===== config.mk =====
export PLATFORM = sky130hd
export DESIGN_NAME = e1os_formatter
export DESIGN_NICKNAME = d
export VERILOG_FILES = /design/src/e1os_pkg.sv /design/src/e1os_formatter.sv /design/src/e1os_fifo.sv /design/src/e1os_crc4.sv
export VERILOG_INCLUDE_DIRS = /design/src
export SDC_FILE = /design/constraint.sdc
export NUM_CORES = 1
export LEC_CHECK = 0
export ABC_AREA = 1
export BUFFER_PORTS_ARGS = -buffer_cell sky130_fd_sc_hd__buf_2
export CORE_ASPECT_RATIO = 0.75
export CORE_MARGIN = 4
export CORE_UTILIZATION = 25
export DETAILED_ROUTE_END_ITERATION = 8
export GPL_ROUTABILITY_DRIVEN = 0
export PLACE_DENSITY = 0.43
export SKIP_CTS_REPAIR_TIMING = 1
export SYNTH_ARGS = -nofsm -noshare
export SYNTH_HDL_FRONTEND = slang
export SYNTH_HIERARCHICAL = 1
export SYNTH_SLANG_ARGS = --single-unit

===== constraint.sdc =====
create_clock -name sys_clk -period 3.6 [get_ports sys_clk]
set_input_delay 0.54 -clock sys_clk [delete_from_list [all_inputs] [get_ports sys_clk]]
set_output_delay 0.54 -clock sys_clk [all_outputs]
set_load 0.005 [all_outputs]

===== src/e1os_cfg.svh =====
// constants for the e1 overhead slot formatter
`ifndef E1OS_CFG_SVH
`define E1OS_CFG_SVH

// ===========================================================
// frame geometry
// ===========================================================
`define E1OS_SLOTS_LAST    5'h1f
`define E1OS_FRAMES_LAST   4'hf
`define E1OS_SLOT_TS0      5'h00
`define E1OS_SLOT_TS16     5'h10
`define E1OS_FRAME_EBIT_A  4'hd
`define E1OS_FRAME_EBIT_B  4'hf
`define E1OS_FRAME_HALF_A  4'h7

// ===========================================================
// fixed overhead patterns
// ===========================================================
`define E1OS_ALIGN_WORD    7'h1b
`define E1OS_CRCMF_PAT     6'h0b
`define E1OS_CRCMF_LAST    3'h5
`define E1OS_SIGMF_PAT     4'h0
`define E1OS_CRC_POLY      4'h3
`define E1OS_CRC_INIT      4'h0

// ===========================================================
// buffering
// ===========================================================
`define E1OS_FIFO_DEPTH    8
`define E1OS_FIFO_WIDTH    20

`endif


===== src/e1os_pkg.sv =====
// shared types for the e1 overhead slot formatter
package e1os_pkg;
  // receive alignment state
  typedef enum logic [1:0] {
    E1OS_RX_WAIT = 2'b00,
    E1OS_RX_RUN  = 2'b01
  } e1os_rx_state_e;
  typedef logic [3:0] e1os_frame_t;
  typedef logic [4:0] e1os_slot_t;
endpackage


===== src/e1os_formatter.sv =====
// e1 time slot 0 and time slot 16 overhead formatter and extractor
//
// Function
// RULE1 - even frames carry alignment word 0011011
// RULE2 - odd frames: bit 2 fixed at 1
// RULE3 - check bits one to four in frames 0-6, 8-14
// RULE4 - crc computed per half multiframe
// RULE5 - without crc, bit 1 carries spare bit
// RULE6 - odd frame bit 3 is remote alarm
// RULE7 - national spare bits 4-8, unused sent as 1; the code sends tx_national_bits as given instead
// RULE8 - frames 13,15 bit 1 report crc errors
// RULE9 - alternate layout bit 4 is data link
// RULE10 - alternate layout bits 5-8 carry control bits
// RULE11 - ts16 frame 0 bits 1-4 are 0000
// RULE12 - ts16 frame 0 spare bits sent as 1; the code sends tx_ts16_spare as given instead
// RULE13 - ts16 frame 0 bit 6 is multiframe alarm
// RULE14 - ts16 frames 1-15 carry abcd signalling
// RULE15 - crc multiframe pattern 001011 in odd frames
// RULE16 - frame counter 0..15 drives all placement
`timescale 1ns/1ns
`include "e1os_cfg.svh"
module e1os_formatter #(
  parameter int FIFO_DEPTH = `E1OS_FIFO_DEPTH
) (
  input  wire logic         sys_clk,
  input  wire logic         rst,
  input  wire logic         ce,
  // configuration
  input  wire logic         crc_en,
  input  wire logic         alt_layout,
  input  wire logic         cas_en,
  // transmit overhead sources
  input  wire logic         tx_spare_si,
  input  wire logic         tx_remote_alarm,
  input  wire logic [4:0]   tx_national_bits,
  input  wire logic [7:0]   tx_dl_bits,
  input  wire logic [31:0]  tx_ctrl_bits,
  input  wire logic         tx_mf_alarm,
  input  wire logic [2:0]   tx_ts16_spare,
  input  wire logic [127:0] tx_sig_abcd,
  // transmit byte stream
  input  wire logic         tx_in_valid,
  input  wire logic [7:0]   tx_in_byte,
  output logic              tx_out_valid,
  output logic [7:0]        tx_out_byte,
  output logic              tx_out_mf_start,
  // receive byte stream
  input  wire logic         rx_in_valid,
  output logic              rx_in_ready,
  input  wire logic [7:0]   rx_in_byte,
  input  wire logic         rx_in_mf_start,
  // receive overhead word stream
  output logic              rx_word_valid,
  input  wire logic         rx_word_ready,
  output logic [19:0]       rx_word,
  // receive status
  output logic              rx_aligned,
  output logic              rx_remote_alarm,
  output logic [4:0]        rx_national_bits,
  output logic [7:0]        rx_dl_bits,
  output logic [31:0]       rx_ctrl_bits,
  output logic              rx_mf_alarm,
  output logic [2:0]        rx_ts16_spare,
  output logic              rx_align_err,
  output logic              rx_sigmf_err,
  output logic              rx_crc_err,
  output logic              rx_far_crc_err
);
  // ===========================================================
  // helpers
  // ===========================================================
  // time slot 0 layout for one frame; bit 1 of the slot is msb
  function automatic logic [7:0] ts0_word(
      input e1os_pkg::e1os_frame_t f, input logic bit1,
      input logic ra, input logic [4:0] nat, input logic dl,
      input logic [31:0] ctl, input logic alt);
    logic [2:0] k;
    logic [4:0] tail;
    k = f[3:1];
    // RULE10 - control bit walk
    tail = alt ? {dl, ctl[{k, 1'b0}], ctl[{k, 1'b1}],
                  ctl[{1'b1, k, 1'b0}], ctl[{1'b1, k, 1'b1}]} : nat;
    // RULE1 - alignment word
    if (!f[0]) begin
      return {bit1, `E1OS_ALIGN_WORD};
    end
    // RULE2 - odd frame layout
    return {bit1, 1'b1, ra, tail};
  endfunction

  // pattern bit for odd frames 1..11
  function automatic logic crcmf_bit(input e1os_pkg::e1os_frame_t f);
    logic [2:0] k;
    k = f[3:1];
    return 1'(`E1OS_CRCMF_PAT >> (`E1OS_CRCMF_LAST - k));
  endfunction

  // closing byte of a half multiframe
  function automatic logic half_end(input e1os_pkg::e1os_frame_t f,
                                    input e1os_pkg::e1os_slot_t s);
    return (s == `E1OS_SLOTS_LAST) && (f[2:0] == 3'(`E1OS_FRAME_HALF_A));
  endfunction

  // ===========================================================
  // transmit side
  // ===========================================================
  e1os_pkg::e1os_slot_t  tx_slot_q;   // slot of next input byte
  e1os_pkg::e1os_frame_t tx_frame_q;  // frame of next input byte
  logic [3:0]            tx_crc_q;    // crc of previous half
  logic [1:0]            e_pend_q;    // pending far-end reports
  logic                  tx_take;
  logic                  tx_bit1;
  logic [7:0]            tx_ts0;
  logic [7:0]            tx_ts16;
  logic [7:0]            tx_byte;
  logic [7:0]            tx_crc_byte;
  logic [3:0]            tx_crc_next;
  logic [3:0]            sig_ch;
  logic                  rx_half_err;
  logic                  rx_half_sel;

  assign tx_take = ce && tx_in_valid;

  // RULE16 - transmit counters
  always_ff @(posedge sys_clk or posedge rst) begin
    if (rst) begin
      tx_slot_q  <= '0;
      tx_frame_q <= '0;
    end else if (tx_take) begin
      tx_slot_q <= tx_slot_q + 1'b1;
      if (tx_slot_q == `E1OS_SLOTS_LAST) begin
        tx_frame_q <= tx_frame_q + 1'b1;
      end
    end
  end

  // bit 1 of time slot 0
  always_comb begin
    if (!crc_en) begin
      // RULE5 - spare bit
      tx_bit1 = tx_spare_si;
    end else if (!tx_frame_q[0]) begin
      // RULE3 - check bits in order
      tx_bit1 = tx_crc_q[3 - tx_frame_q[2:1]];
    end else if (tx_frame_q == `E1OS_FRAME_EBIT_A) begin
      // RULE8 - report first half
      tx_bit1 = ~e_pend_q[0];
    end else if (tx_frame_q == `E1OS_FRAME_EBIT_B) begin
      tx_bit1 = ~e_pend_q[1];
    end else begin
      // RULE15 - crc multiframe pattern
      tx_bit1 = crcmf_bit(tx_frame_q);
    end
  end

  // RULE6 - remote alarm goes in bit 3
  // RULE7 - national bits come from the user
  // RULE9 - data link bit per odd frame
  assign tx_ts0 = ts0_word(tx_frame_q, tx_bit1, tx_remote_alarm,
                           tx_national_bits, tx_dl_bits[tx_frame_q[3:1]],
                           tx_ctrl_bits, alt_layout);

  assign sig_ch = tx_frame_q;

  // time slot 16 contents
  always_comb begin
    if (tx_frame_q == 4'h0) begin
      // RULE11 - signalling multiframe pattern
      // RULE12 - spare bits
      // RULE13 - multiframe alarm bit
      tx_ts16 = {`E1OS_SIGMF_PAT, tx_ts16_spare[2], tx_mf_alarm,
                 tx_ts16_spare[1], tx_ts16_spare[0]};
    end else begin
      // RULE14 - channel n then n+16
      tx_ts16 = {tx_sig_abcd[{1'b0, sig_ch, 2'b00} +: 4],
                 tx_sig_abcd[{1'b1, sig_ch, 2'b00} +: 4]};
    end
  end

  // pick which byte goes out
  always_comb begin
    if (tx_slot_q == `E1OS_SLOT_TS0) begin
      tx_byte = tx_ts0;
    end else if (tx_slot_q == `E1OS_SLOT_TS16 && cas_en) begin
      tx_byte = tx_ts16;
    end else begin
      tx_byte = tx_in_byte;
    end
  end

  // check bit positions count as zero in the sum
  assign tx_crc_byte = (tx_slot_q == `E1OS_SLOT_TS0 && !tx_frame_q[0])
                       ? {1'b0, tx_byte[6:0]} : tx_byte;

  e1os_crc4 u_tx_crc (
    .sys_clk    (sys_clk),
    .rst        (rst),
    .ce         (ce),
    .byte_valid (tx_in_valid),
    .byte_in    (tx_crc_byte),
    .restart    (tx_in_valid && half_end(tx_frame_q, tx_slot_q)),
    .crc_next   (tx_crc_next)
  );

  // output byte register
  always_ff @(posedge sys_clk or posedge rst) begin
    if (rst) begin
      tx_out_valid    <= 1'b0;
      tx_out_byte     <= '0;
      tx_out_mf_start <= 1'b0;
    end else if (ce) begin
      tx_out_valid    <= tx_in_valid;
      tx_out_byte     <= tx_in_valid ? tx_byte : tx_out_byte;
      tx_out_mf_start <= tx_in_valid && tx_slot_q == 5'h00
                         && tx_frame_q == 4'h0;
    end
  end

  // RULE4 - latch each half's crc for the next half
  always_ff @(posedge sys_clk or posedge rst) begin
    if (rst) begin
      tx_crc_q <= `E1OS_CRC_INIT;
    end else if (tx_take && half_end(tx_frame_q, tx_slot_q)) begin
      tx_crc_q <= tx_crc_next;
    end
  end

  // far-end reports: a new error wins over the clear on sending
  always_ff @(posedge sys_clk or posedge rst) begin
    if (rst) begin
      e_pend_q <= '0;
    end else if (ce) begin
      for (int h = 0; h < 2; h++) begin
        if (rx_half_err && rx_half_sel == h[0]) begin
          e_pend_q[h] <= 1'b1;
        end else if (tx_take && tx_slot_q == `E1OS_SLOT_TS0 &&
                     tx_frame_q == (h == 0 ? `E1OS_FRAME_EBIT_A
                                           : `E1OS_FRAME_EBIT_B)) begin
          e_pend_q[h] <= 1'b0;
        end
      end
    end
  end

  // ===========================================================
  // receive side
  // ===========================================================
  e1os_pkg::e1os_rx_state_e rx_state_q;
  e1os_pkg::e1os_slot_t     rx_slot;      // slot of this byte
  e1os_pkg::e1os_frame_t    rx_frame;     // frame of this byte
  e1os_pkg::e1os_slot_t     rx_slot_q;
  e1os_pkg::e1os_frame_t    rx_frame_q;
  logic                     rx_take;      // byte accepted and placed
  logic [7:0]               rx_ts0_q;     // held time slot 0
  logic [3:0]               rx_cbits_q;   // check bits this half
  logic [3:0]               rx_prev_q;    // computed crc, last half
  logic                     rx_prev_ok_q; // rx_prev_q is meaningful
  logic [3:0]               rx_crc_next;
  logic [7:0]               rx_crc_byte;
  logic                     rx_is_ts0;
  logic                     rx_is_ts16;
  logic [2:0]               rx_k;

  // a start mark realigns the counters onto this very byte
  assign rx_slot  = rx_in_mf_start ? 5'h00 : rx_slot_q;
  assign rx_frame = rx_in_mf_start ? 4'h0 : rx_frame_q;
  assign rx_take  = ce && rx_in_valid && rx_in_ready &&
                    (rx_state_q == e1os_pkg::E1OS_RX_RUN || rx_in_mf_start);
  assign rx_is_ts0  = rx_slot == `E1OS_SLOT_TS0;
  assign rx_is_ts16 = rx_slot == `E1OS_SLOT_TS16;
  assign rx_k       = rx_frame[3:1];
  assign rx_half_sel = rx_frame[3];
  assign rx_half_err = rx_take && crc_en && rx_prev_ok_q &&
                       half_end(rx_frame, rx_slot) &&
                       (rx_cbits_q != rx_prev_q);

  // alignment state; the aligner outside supplies the start mark
  always_ff @(posedge sys_clk or posedge rst) begin
    if (rst) begin
      rx_state_q <= e1os_pkg::E1OS_RX_WAIT;
    end else if (ce) begin
      case (rx_state_q)
        e1os_pkg::E1OS_RX_WAIT: begin
          if (rx_in_valid && rx_in_ready && rx_in_mf_start) begin
            rx_state_q <= e1os_pkg::E1OS_RX_RUN;
          end
        end
        e1os_pkg::E1OS_RX_RUN: begin
          rx_state_q <= e1os_pkg::E1OS_RX_RUN;
        end
        default: begin
          rx_state_q <= e1os_pkg::E1OS_RX_WAIT;
        end
      endcase
    end
  end

  // RULE16 - receive counters
  always_ff @(posedge sys_clk or posedge rst) begin
    if (rst) begin
      rx_slot_q  <= '0;
      rx_frame_q <= '0;
    end else if (rx_take) begin
      rx_slot_q  <= rx_slot + 1'b1;
      rx_frame_q <= (rx_slot == `E1OS_SLOTS_LAST) ? rx_frame + 1'b1
                                                 : rx_frame;
    end
  end

  assign rx_crc_byte = (rx_is_ts0 && !rx_frame[0])
                       ? {1'b0, rx_in_byte[6:0]} : rx_in_byte;

  e1os_crc4 u_rx_crc (
    .sys_clk    (sys_clk),
    .rst        (rst),
    .ce         (ce),
    .byte_valid (rx_take),
    .byte_in    (rx_crc_byte),
    .restart    (rx_take && half_end(rx_frame, rx_slot)),
    .crc_next   (rx_crc_next)
  );

  // RULE4 - compare check bits with the previous half's sum
  always_ff @(posedge sys_clk or posedge rst) begin
    if (rst) begin
      rx_cbits_q   <= '0;
      rx_prev_q    <= '0;
      rx_prev_ok_q <= 1'b0;
      rx_crc_err   <= 1'b0;
    end else if (ce) begin
      rx_crc_err <= rx_half_err;
      if (rx_take && rx_in_mf_start && {rx_frame_q, rx_slot_q} != '0) begin
        rx_prev_ok_q <= 1'b0;
      end else if (rx_take && half_end(rx_frame, rx_slot)) begin
        rx_prev_q    <= rx_crc_next;
        rx_prev_ok_q <= 1'b1;
      end
      // RULE3 - collect check bits in order
      if (rx_take && rx_is_ts0 && !rx_frame[0]) begin
        rx_cbits_q[3 - rx_frame[2:1]] <= rx_in_byte[7];
      end
    end
  end

  // time slot 0 decode
  always_ff @(posedge sys_clk or posedge rst) begin
    if (rst) begin
      rx_ts0_q         <= '0;
      rx_remote_alarm  <= 1'b0;
      rx_national_bits <= '1;
      rx_dl_bits       <= '0;
      rx_ctrl_bits     <= '0;
      rx_align_err     <= 1'b0;
      rx_far_crc_err   <= 1'b0;
    end else if (ce) begin
      rx_align_err   <= 1'b0;
      rx_far_crc_err <= 1'b0;
      if (rx_take && rx_is_ts0) begin
        rx_ts0_q <= rx_in_byte;
        if (!rx_frame[0]) begin
          // RULE1 - alignment word check
          rx_align_err <= rx_in_byte[6:0] != `E1OS_ALIGN_WORD;
        end else begin
          // RULE2 - alternate framing bit must be 1
          rx_align_err    <= !rx_in_byte[6];
          // RULE6 - remote alarm
          rx_remote_alarm <= rx_in_byte[5];
          // RULE8 - far-end crc error report
          rx_far_crc_err  <= crc_en && !rx_in_byte[7] &&
                             (rx_frame == `E1OS_FRAME_EBIT_A ||
                              rx_frame == `E1OS_FRAME_EBIT_B);
          if (alt_layout) begin
            // RULE9 - data link bit
            rx_dl_bits[rx_k] <= rx_in_byte[4];
            // RULE10 - control bits
            rx_ctrl_bits[{rx_k, 1'b0}]       <= rx_in_byte[3];
            rx_ctrl_bits[{rx_k, 1'b1}]       <= rx_in_byte[2];
            rx_ctrl_bits[{1'b1, rx_k, 1'b0}] <= rx_in_byte[1];
            rx_ctrl_bits[{1'b1, rx_k, 1'b1}] <= rx_in_byte[0];
          end else begin
            // RULE7 - national spare bits
            rx_national_bits <= rx_in_byte[4:0];
          end
        end
      end
    end
  end

  // time slot 16 decode in frame 0
  always_ff @(posedge sys_clk or posedge rst) begin
    if (rst) begin
      rx_mf_alarm   <= 1'b0;
      rx_ts16_spare <= '1;
      rx_sigmf_err  <= 1'b0;
    end else if (ce) begin
      rx_sigmf_err <= 1'b0;
      if (rx_take && rx_is_ts16 && cas_en && rx_frame == 4'h0) begin
        // RULE11 - pattern check
        rx_sigmf_err  <= rx_in_byte[7:4] != `E1OS_SIGMF_PAT;
        // RULE13 - multiframe alarm
        rx_mf_alarm   <= rx_in_byte[2];
        // RULE12 - spare bits reported as received
        rx_ts16_spare <= {rx_in_byte[3], rx_in_byte[1], rx_in_byte[0]};
      end
    end
  end

  always_ff @(posedge sys_clk or posedge rst) begin
    if (rst) begin
      rx_aligned <= 1'b0;
    end else if (ce) begin
      rx_aligned <= rx_state_q == e1os_pkg::E1OS_RX_RUN;
    end
  end

  // ===========================================================
  // overhead word buffer
  // ===========================================================
  // RULE14 - frame number tags the signalling byte
  // push only at slot 16; ready low stalls the whole byte stream
  e1os_fifo #(
    .WIDTH (`E1OS_FIFO_WIDTH),
    .DEPTH (FIFO_DEPTH)
  ) u_fifo (
    .sys_clk   (sys_clk),
    .rst       (rst),
    .ce        (ce),
    .in_valid  (rx_take && rx_is_ts16),
    .in_ready  (rx_in_ready),
    .in_data   ({rx_frame, rx_ts0_q, rx_in_byte}),
    .out_valid (rx_word_valid),
    .out_ready (rx_word_ready),
    .out_data  (rx_word)
  );
endmodule


===== src/e1os_fifo.sv =====
// small synchronous fifo with registered full and empty
`timescale 1ns/1ns
`include "e1os_cfg.svh"
module e1os_fifo #(
  parameter int WIDTH = `E1OS_FIFO_WIDTH,
  parameter int DEPTH = `E1OS_FIFO_DEPTH
) (
  input  wire logic             sys_clk,
  input  wire logic             rst,
  input  wire logic             ce,
  input  wire logic             in_valid,
  output logic                  in_ready,
  input  wire logic [WIDTH-1:0] in_data,
  output logic                  out_valid,
  input  wire logic             out_ready,
  output logic      [WIDTH-1:0] out_data
);
  localparam int AW = $clog2(DEPTH);
  // ===========================================================
  // storage
  // ===========================================================
  logic [WIDTH-1:0] mem_q [DEPTH];   // word store
  logic [AW-1:0]    wr_ptr_q;        // next write slot
  logic [AW-1:0]    rd_ptr_q;        // next read slot
  logic [AW:0]      count_q;         // words held
  logic             push;
  logic             pop;

  assign push     = ce && in_valid && in_ready;
  assign pop      = ce && out_valid && out_ready;
  assign out_data = mem_q[rd_ptr_q];

  // write side; no reset so it maps to plain storage
  always_ff @(posedge sys_clk) begin
    if (push) begin
      mem_q[wr_ptr_q] <= in_data;
    end
  end

  // pointers and flags; full and empty are flops, not decodes
  always_ff @(posedge sys_clk or posedge rst) begin
    if (rst) begin
      wr_ptr_q  <= '0;
      rd_ptr_q  <= '0;
      count_q   <= '0;
      in_ready  <= 1'b1;
      out_valid <= 1'b0;
    end else if (ce) begin
      if (push) begin
        wr_ptr_q <= AW'((wr_ptr_q + 1'b1) % DEPTH);
      end
      if (pop) begin
        rd_ptr_q <= AW'((rd_ptr_q + 1'b1) % DEPTH);
      end
      // push and pop together leave the count alone
      if (push && !pop) begin
        count_q   <= count_q + 1'b1;
        in_ready  <= (count_q + 1'b1) != (AW+1)'(DEPTH);
        out_valid <= 1'b1;
      end else if (pop && !push) begin
        count_q   <= count_q - 1'b1;
        in_ready  <= 1'b1;
        out_valid <= count_q != (AW+1)'(1);
      end
    end
  end
endmodule


===== src/e1os_crc4.sv =====
// bytewise crc-4 accumulator, msb first, x^4 + x + 1
`timescale 1ns/1ns
`include "e1os_cfg.svh"
module e1os_crc4 (
  input  wire logic       sys_clk,
  input  wire logic       rst,
  input  wire logic       ce,
  input  wire logic       byte_valid,
  input  wire logic [7:0] byte_in,
  input  wire logic       restart,
  output logic      [3:0] crc_next
);
  logic [3:0] crc_q;   // remainder so far

  // one byte through the serial lfsr, bit 1 of the slot first
  function automatic logic [3:0] crc_byte(input logic [3:0] c,
                                          input logic [7:0] b);
    logic [3:0] r;
    logic       fb;
    r = c;
    for (int i = 7; i >= 0; i--) begin
      fb = r[3] ^ b[i];
      r  = {r[2:0], 1'b0} ^ (fb ? `E1OS_CRC_POLY : 4'h0);
    end
    return r;
  endfunction

  // remainder including the byte of this cycle
  assign crc_next = byte_valid ? crc_byte(crc_q, byte_in) : crc_q;

  // restart clears after the closing byte has been folded in
  always_ff @(posedge sys_clk or posedge rst) begin
    if (rst) begin
      crc_q <= `E1OS_CRC_INIT;
    end else if (ce) begin
      if (restart) begin
        crc_q <= `E1OS_CRC_INIT;
      end else begin
        crc_q <= crc_next;
      end
    end
  end
endmodule


==> out/qor.csv, run 1 <==
stage,metric,value,unit
status,outcome,completed,
critical_path,crit_buf_inv,2,
critical_path,crit_family,simple AND/OR/NAND/NOR gates,
routing,drt-initial-drc-count,869,
layout,fillers,6107,
clock_network,clock_sinks,287,
placement,dp_hpwl,35.29,mm
yosys,ys.flop_type,edfxtp_1,
critical_path,r2r_end,tx_crc_q[1]$_DFFE_PP0P_,
clock_network,htree_num_levels,2,
routing,drc,0,
routing,final_antenna_net_count,0,
clock_network,clock_latency,0.53,ns
layout,area_growth,24.21,%
layout,layout-drive-gt1-share,0.2182,
critical_path,startpoint,tx_slot_q[0]$_DFFE_PP0P_,
critical_path,slowest_delay,0.41,ns
yosys,syn_area_per_cell,8.331,µm²
grt,grt_pass1_vias,12669,
grt,grt_max_degree,82,
yosys,yosysUniqueCellTypes,44,
critical_path,crit_path_top_delay_cell,a21oi_1,
critical_path,start_kind,flop,
timing,fin_crit,3.118,ns
power_and_ir_drop,ir_worst_vdd,0.2961,mV
timing,finalHoldViolations,0,
placement,portBuffers,291,
yosys,synthesis.area,0.01475,mm²
power_and_ir_drop,totalPowerFinal,9.425,mW
routing,wl,49.94,mm
critical_path,required,4.00,ns
power_and_ir_drop,p_per_area,514.6,mW/mm²
critical_path,path_cells,inv_1 > ha_1 > nand3_1 > nand3b_1 > a21oi_1 > nand2_1 > a21boi_0 > inv_1 > nand2_4 > nand2_4 > nand2_2 > nand2_2 > nand2_2 > nand2_2 > nand2_1 > nand3_1 > and2_1 > mux2_2,
clock_network,clk_pin_slew,0.06,ns
floorplan,ioPinCount,292,
routing,vias,12995,
clock_network,clockBufferDepth,3,
job,maxCapViolations,0,
clock_network,cts_buffers,34,
grt,grt-ovfl-total,0,
critical_path,arrival,3.52,ns
yosys,synth_enable_flop_cells,160,
routing,routedWlPerCell,17.45,µm
timing,max_clock_freq,320.7,MHz
clock_network,cts_tree,built,
critical_path,path_common_cell,nand2_2,
routing,drt_first_pass_iters,5,
layout,nets,2284,
yosys,synthArstFlopShare,0.4425,
power_and_ir_drop,total_leakage_power,8.467,nW
yosys,yosysSeqAreaShare,0.5421,
yosys,synthCells,1770,
clock_network,root_buffer,clkbuf_16,
timing,fin_ws,0.4815,ns
floorplan,start_util,0.2546,
timing,worstMarginPinSlew,0.9278,ns
critical_path,r2r_cells,18,
worst_hold_path,hold_path.class,in -> async,
timing,finClkSkew,0.01938,ns
grt,grt_use_total,0.1549,
critical_path,timing.rr.start,tx_slot_q[0]$_DFFE_PP0P_,
grt,grt_pass1_wl,75.59,mm
critical_path,crit_path_max_fanout,4,
layout,final_util,0.3163,
yosys,syn-num-nets,1998,
critical_path,path_class,reg -> reg,
critical_path,cp-end-kind,flop,
grt,antenna_found_initial,4,
timing,final_max_slew_viol_count,0,
floorplan,rows,76,
floorplan,die_h,218.3,µm
floorplan,die_area,0.06298,mm²
timing,grt_setup_unrepaired,no,
timing,min_period_over_period,0.8662,
floorplan,die_x,288.4,µm
yosys,ys_seq_elements,287,
routing,drt-vias-per-instance,4.541,
floorplan,core,0.05791,mm²
timing,slew_headroom,0.3815,
critical_path,endpoint,tx_crc_q[1]$_DFFE_PP0P_,
yosys,ys_warn_count,6,
critical_path,path_depth,18,
timing,finalSetupViolCount,0,
placement,place_ws,0.5034,ns
timing,tns,0,ns
critical_path,r2r_slack,0.48,ns
-- worst register-to-register path, stage by stage (launching register included) --
cell,delay [ns]
dfrtp_1,0.40
inv_1,0.10
ha_1,0.15
nand3_1,0.10
nand3b_1,0.20
a21oi_1,0.41
nand2_1,0.13
a21boi_0,0.37
inv_1,0.15
nand2_4,0.12
nand2_4,0.05
nand2_2,0.06
nand2_2,0.06
nand2_2,0.08
nand2_2,0.06
nand2_1,0.06
nand3_1,0.09
and2_1,0.16
mux2_2,0.26
-- synthesized netlist by cell type, types with 6 or more instances --
library cell,number,area share
nand2_1,523,0.13
nor2_1,263,0.067
edfxtp_1,160,0.33
o21ai_0,137,0.046
dfrtp_1,118,0.20
nand3_1,117,0.040
inv_1,103,0.026
o21ai_1,95,0.032
clkbuf_1,35,0.0089
a21oi_1,30,0.010
buf_2,24,0.0081
ha_1,23,0.020
nand4_1,21,0.0089
nand2_2,17,0.0072
inv_2,13,0.0033
xor2_1,13,0.0077
and2_1,9,0.0038
dfstp_2,9,0.016
nand2_4,8,0.0061
buf_6,6,0.0046
mux2_2,6,0.0046
xnor2_1,6,0.0036
-- kinds of logic after synthesis --
| kind of cell | count (synthesis) | synth area share |
|---|---|---|
| mux | 7 | 0.005345 |
| fa+ha+maj | 23 | 0.01951 |
| buf+inv | 194 | 0.05600 |
| compound gates | 268 | 0.09214 |
| xor+xnor | 19 | 0.01128 |
| flops | 287 | 0.5421 |
| simple gates | 972 | 0.2736 |
-- registers in the layout, indices dropped and copies added, names as in the netlist, 5 cells and up --
register,cells
rx_national_bits,5
u_fifo/mem_q,160
tx_slot_q,5
rx_ts0_q,8
tx_out_byte,8
rx_ctrl_bits,32
rx_slot_q,5
rx_dl_bits,8
-- routing by layer --
| layer | global-route usage | vias to the layer above | part of all wire |
|---|---|---|---|
| li1 | - | 6388 | - |
| met1 | 0.2215 | 6243 | 0.48 |
| met2 | 0.2439 | 299 | 0.45 |
| met3 | 0.03139 | 63 | 0.055 |
| met4 | 0.03046 | 2 | 0.018 |
| met5 | 0 | - | 0.00040 |
-- metrics by stage --
step / area (µm²) / hold slack, ns / instances
floorplan: 14750 / 0.3061 / 1770
global placement: 17150 / 0.4557 / 2800
detailed placement: 17150 / 0.4575 / 2800
CTS: 18310 / 0.02814 / 2861
global route: 18320 / 0.03772 / 2862
finish: 18320 / 0.02425 / 2862
-- how the worst min path moves through the flow --
stage,end,cells after the start,from,slack [ns]
6_report,u_tx_crc/crc_q[3]$_DFFE_PP0P_,2,rst,0.02
5_1_grt,u_tx_crc/crc_q[3]$_DFFE_PP0P_,2,rst,0.04
4_1_cts,u_tx_crc/crc_q[3]$_DFFE_PP0P_,2,rst,0.03
3_5_place_dp,rx_ctrl_bits[17]$_DFFE_PP0P_,2,rx_ctrl_bits[17]$_DFFE_PP0P_,0.46
3_3_place_gp,tx_out_valid$_DFFE_PP0P_,2,tx_out_valid$_DFFE_PP0P_,0.46
2_1_floorplan,u_rx_crc/crc_q[0]$_DFFE_PP0P_,1,rst,0.31
-- power by group --
| group | total (mW) | switching (mW) | internal (mW) |
|---|---|---|---|
| clock network | 3.58 | 1.39 | 2.19 |
| logic | 2.18 | 1.44 | 0.746 |
| registers | 3.66 | 0.0877 | 3.57 |
| total | 9.43 | 2.92 | 6.51 |
-- cells in the final DEF (no fill, tap or decap), drive strengths merged, types with 2 or more instances in the layout --
cell type  netlist  layout
nand4           21      21
dfrtp          118     118
nor2           265     265
nand3          119     119
o21ai          233     233
buf             38     324
dfstp            9       9
and2             9       9
a21oi           30      30
ha              23      23
xor2            13      13
xnor2            6       6
mux2             7       7
nor3             3       3
clkbuf          36      41
inv            117     120
edfxtp         160     160
clkinv           3      13
bufinv           0       5
or2              3       3
nand2          548     548
clkinvlp         0       2
-- layout make-up --
cell class                 count  area [µm²]  area share
sequential                   287        7998      0.4366
multi-input combinational   1289        5949      0.3248
timing repair buffer         324        1767     0.09645
tap                          780       975.9     0.05328
clock buffer                  41       917.1     0.05007
inverter                     120       455.4     0.02487
clock inverter                20       251.5     0.01373
antenna                        1       2.502   0.0001366
Note: power is estimated with default switching activity, not from simulation.
==> run 2: changes to the inputs <==
ABC_AREA = default   (was 1)
CORE_UTILIZATION = 50   (was 25)
PLACE_DENSITY = 0.75   (was 0.43)
SLEW_MARGIN = 20   (was default)
==> out/qor.csv, run 2 <==
stage,metric,value,unit
critical_path,crit_path_top_delay_cell,dfrtp_2,
yosys,synthCells,981,
routing,drt-initial-drc-count,781,
timing,tns,0,ns
grt,grt_use_total,0.2404,
worst_hold_path,hold_path.class,in -> reg,
yosys,synthesis.area,0.01439,mm²
layout,final_cell_mix,"buf_2 (291), edfxtp_1 (160), dfrtp_1 (115)",
yosys,syn-num-nets,1209,
yosys,synth_top_family_by_area,multiplexers,
routing,vias,9796,
placement,portBuffers,291,
layout,layoutNonFillerInstCount,1697,
clock_network,clockBufferDepth,3,
floorplan,start_util,0.5104,
clock_network,cts_buffers,27,
placement,dp.cells,1648,
layout,final_common_cell,buf_2,
timing,finClkSkew,0.01132,ns
critical_path,arrival,3.78,ns
timing,min_period_over_period,0.9341,
floorplan,die_x,203.9,µm
power_and_ir_drop,pwr-share-comb,0.175,
layout,antennaDiodeCount,0,
power_and_ir_drop,switching_share,0.2490,
clock_network,htree_num_levels,1,
timing,fin_crit,3.363,ns
power_and_ir_drop,ir_worst_vdd,0.3115,mV
critical_path,crit_buf_inv,2,
power_and_ir_drop,total_leakage_power,7.433,nW
yosys,synth_fa_ha_area_frac,0.02001,
layout,area_growth,21.20,%
floorplan,core,0.02818,mm²
yosys,ys_warn_count,6,
power_and_ir_drop,seqPwrFrac,0.452,
yosys,syn_area_per_cell,14.66,µm²
clock_network,clk_pin_slew,0.07,ns
critical_path,crit_path_max_fanout,12,
routing,drt_first_pass_iters,5,
clock_network,root_buffer,clkbuf_16,
floorplan,die_h,154.9,µm
yosys,synth_common_cells,"edfxtp_1 (160), dfrtp_1 (118), mux2_2 (110), nand2_1 (73), mux2i_1 (44)",
layout,nets,1521,
critical_path,required,4.02,ns
timing,worstMarginPinSlew,0.9199,ns
layout,reg.largest.list,"u_fifo/mem_q (160), rx_ctrl_bits (32)",
routing,final_antenna_net_count,0,
floorplan,die_area,0.03158,mm²
power_and_ir_drop,clockPowerShare,0.373,
routing,wl,38.43,mm
timing,final_max_slew_viol_count,0,
job,maxCapViolations,0,
power_and_ir_drop,p_per_area,462.3,mW/mm²
yosys,ys.flop_type,edfxtp_1,
clock_network,cts_tree,built,
yosys,yosysUniqueCellTypes,72,
layout,largest_register_ffs,160,
yosys,synth_compound_area_frac,0.06123,
grt,antenna_found_initial,2,
critical_path,path_cells,inv_1 > ha_1 > nand2_1 > o2111ai_1 > nor4_1 > a211oi_1 > buf_4 > nor2b_1 > xnor3_2 > xnor3_2 > nand2_1 > xnor2_1 > mux2_2,
power_and_ir_drop,p_int,6.052,mW
timing,finalHoldViolations,0,
timing,timing.hold.ws,0.3295,ns
yosys,muxShareOfSynthArea,0.2128,
grt,grt-ovfl-total,0,
critical_path,r2r_slack,0.24,ns
placement,dp_hpwl,27.45,mm
yosys,yosysMostFrequentCell,edfxtp_1,
routing,drc,0,
critical_path,start_kind,flop,
grt,grt_max_degree,60,
clock_network,clock_sinks,287,
yosys,synth_enable_flop_cells,160,
layout,largest_register,u_fifo/mem_q,
layout,layout-drive-gt1-share,0.4177,
timing,finalSetupViolCount,0,
timing,slew_headroom,0.3867,
yosys,synthSimpleGateAreaFrac,0.08454,
routing,routedWlPerCell,22.64,µm
grt,grt_pass1_vias,10002,
yosys,yosysSeqAreaShare,0.5557,
grt,grt_pass1_wl,59.30,mm
floorplan,rows,53,
yosys,netlist.area_leader.share,0.3340,
critical_path,cp-end-kind,flop,
timing,grt_setup_unrepaired,no,
timing,max_clock_freq,297.4,MHz
routing,drt-vias-per-instance,5.773,
critical_path,path_class,reg -> reg,
yosys,synth_largest_area_cell,edfxtp_1,
critical_path,slowest_delay,0.52,ns
layout,final_util,0.6186,
power_and_ir_drop,power.switching,2.007,mW
yosys,ys_top_cells_by_area,"edfxtp_1 (33%), dfrtp_1 (21%), mux2_2 (8.6%)",
yosys,ys_seq_elements,287,
critical_path,crit_family,XOR/XNOR gates,
floorplan,ioPinCount,292,
yosys,synth-xor-area-share,0.04097,
status,outcome,completed,
clock_network,clock_latency,0.53,ns
yosys,synthArstFlopShare,0.4425,
## run 2: cell types whose count changed after synthesis, sizes merged, moves of 54 or more
cell | previous run | this run
nand2 | 548 | 73
nor2 | 265 | 40
o21ai | 233 | 23
nand3 | 119 | 12
mux2 | 7 | 112
inv | 117 | 25
mux4 | 0 | 54
## run 2: through the flow
stage | worst slack [ns] | cell area (µm²) | power, mW
floorplan | 0.01266 | 14400 | 4.625
global placement | 0.4226 | 16490 | 5.063
detailed placement | 0.2834 | 16490 | 5.090
CTS | 0.2493 | 17420 | 8.079
global route | 0.09310 | 17430 | 8.381
finish | 0.2372 | 17430 | 8.060
## run 2: power by group through the flow
stage          sequential (mW)  combinational, mW  clock, mW
2_1_floorplan             3.68              0.950          0
3_3_place_gp              3.70               1.36          0
3_5_place_dp              3.71               1.38          0
4_1_cts                   3.64               1.40       3.04
5_1_grt                   3.65               1.53       3.20
6_report                  3.64               1.41       3.00
## run 2: routing by layer
layer | track usage | vias up | wire length [µm]
met1 | 0.3661 | 4978 | 17570
met4 | 0.03307 | 4 | 532
met2 | 0.3684 | 340 | 17330
li1 | - | 4419 | -
met3 | 0.05334 | 55 | 2970
met5 | 0 | - | 25
## run 2: logic make-up (layout without fill, tap and decap cells)
| logic type | Yosys count | count (layout) |
|---|---|---|
| adders and majority gates | 23 | 23 |
| DFF | 287 | 287 |
| muxes | 210 | 210 |
| buffers and inverters | 75 | 406 |
| AOI/OAI and AO/OA | 120 | 120 |
| xor gates and xnor gates | 51 | 51 |
| and+or+nand+nor | 215 | 215 |
## run 2: layout make-up
class / count / area, µm²
inverters: 25 / 96.34
fillers: 2153 / 10750
clock buffers: 35 / 735.7
clock inverters: 13 / 201.4
well taps: 385 / 481.7
multi-input cells: 619 / 6072
repair buffers: 333 / 1849
flip-flops and latches: 287 / 7998
## run 2: worst min-delay path: stages
cell and delay [ns]:
buf_2 0.11, nand4_1 0.10, xnor2_1 0.07
## run 2: worst paths after layout
path	cells past startpoint	from	to
max in group asynchronous	4	rst	rx_ts16_spare[0]$_DFFE_PP1P_
min in group asynchronous	3	rst	u_rx_crc/crc_q[2]$_DFFE_PP0P_
worst min register to register	2	tx_out_byte[3]$_DFFE_PP0P_	tx_out_byte[3]$_DFFE_PP0P_
worst max-delay path	13	sig_ch[2]$_DFFE_PP0P_	tx_crc_q[2]$_DFFE_PP0P_
worst min-delay path	3	rx_word_ready	u_fifo/rd_ptr_q[2]$_DFFE_PP0P_
worst max register to register	13	sig_ch[2]$_DFFE_PP0P_	tx_crc_q[2]$_DFFE_PP0P_
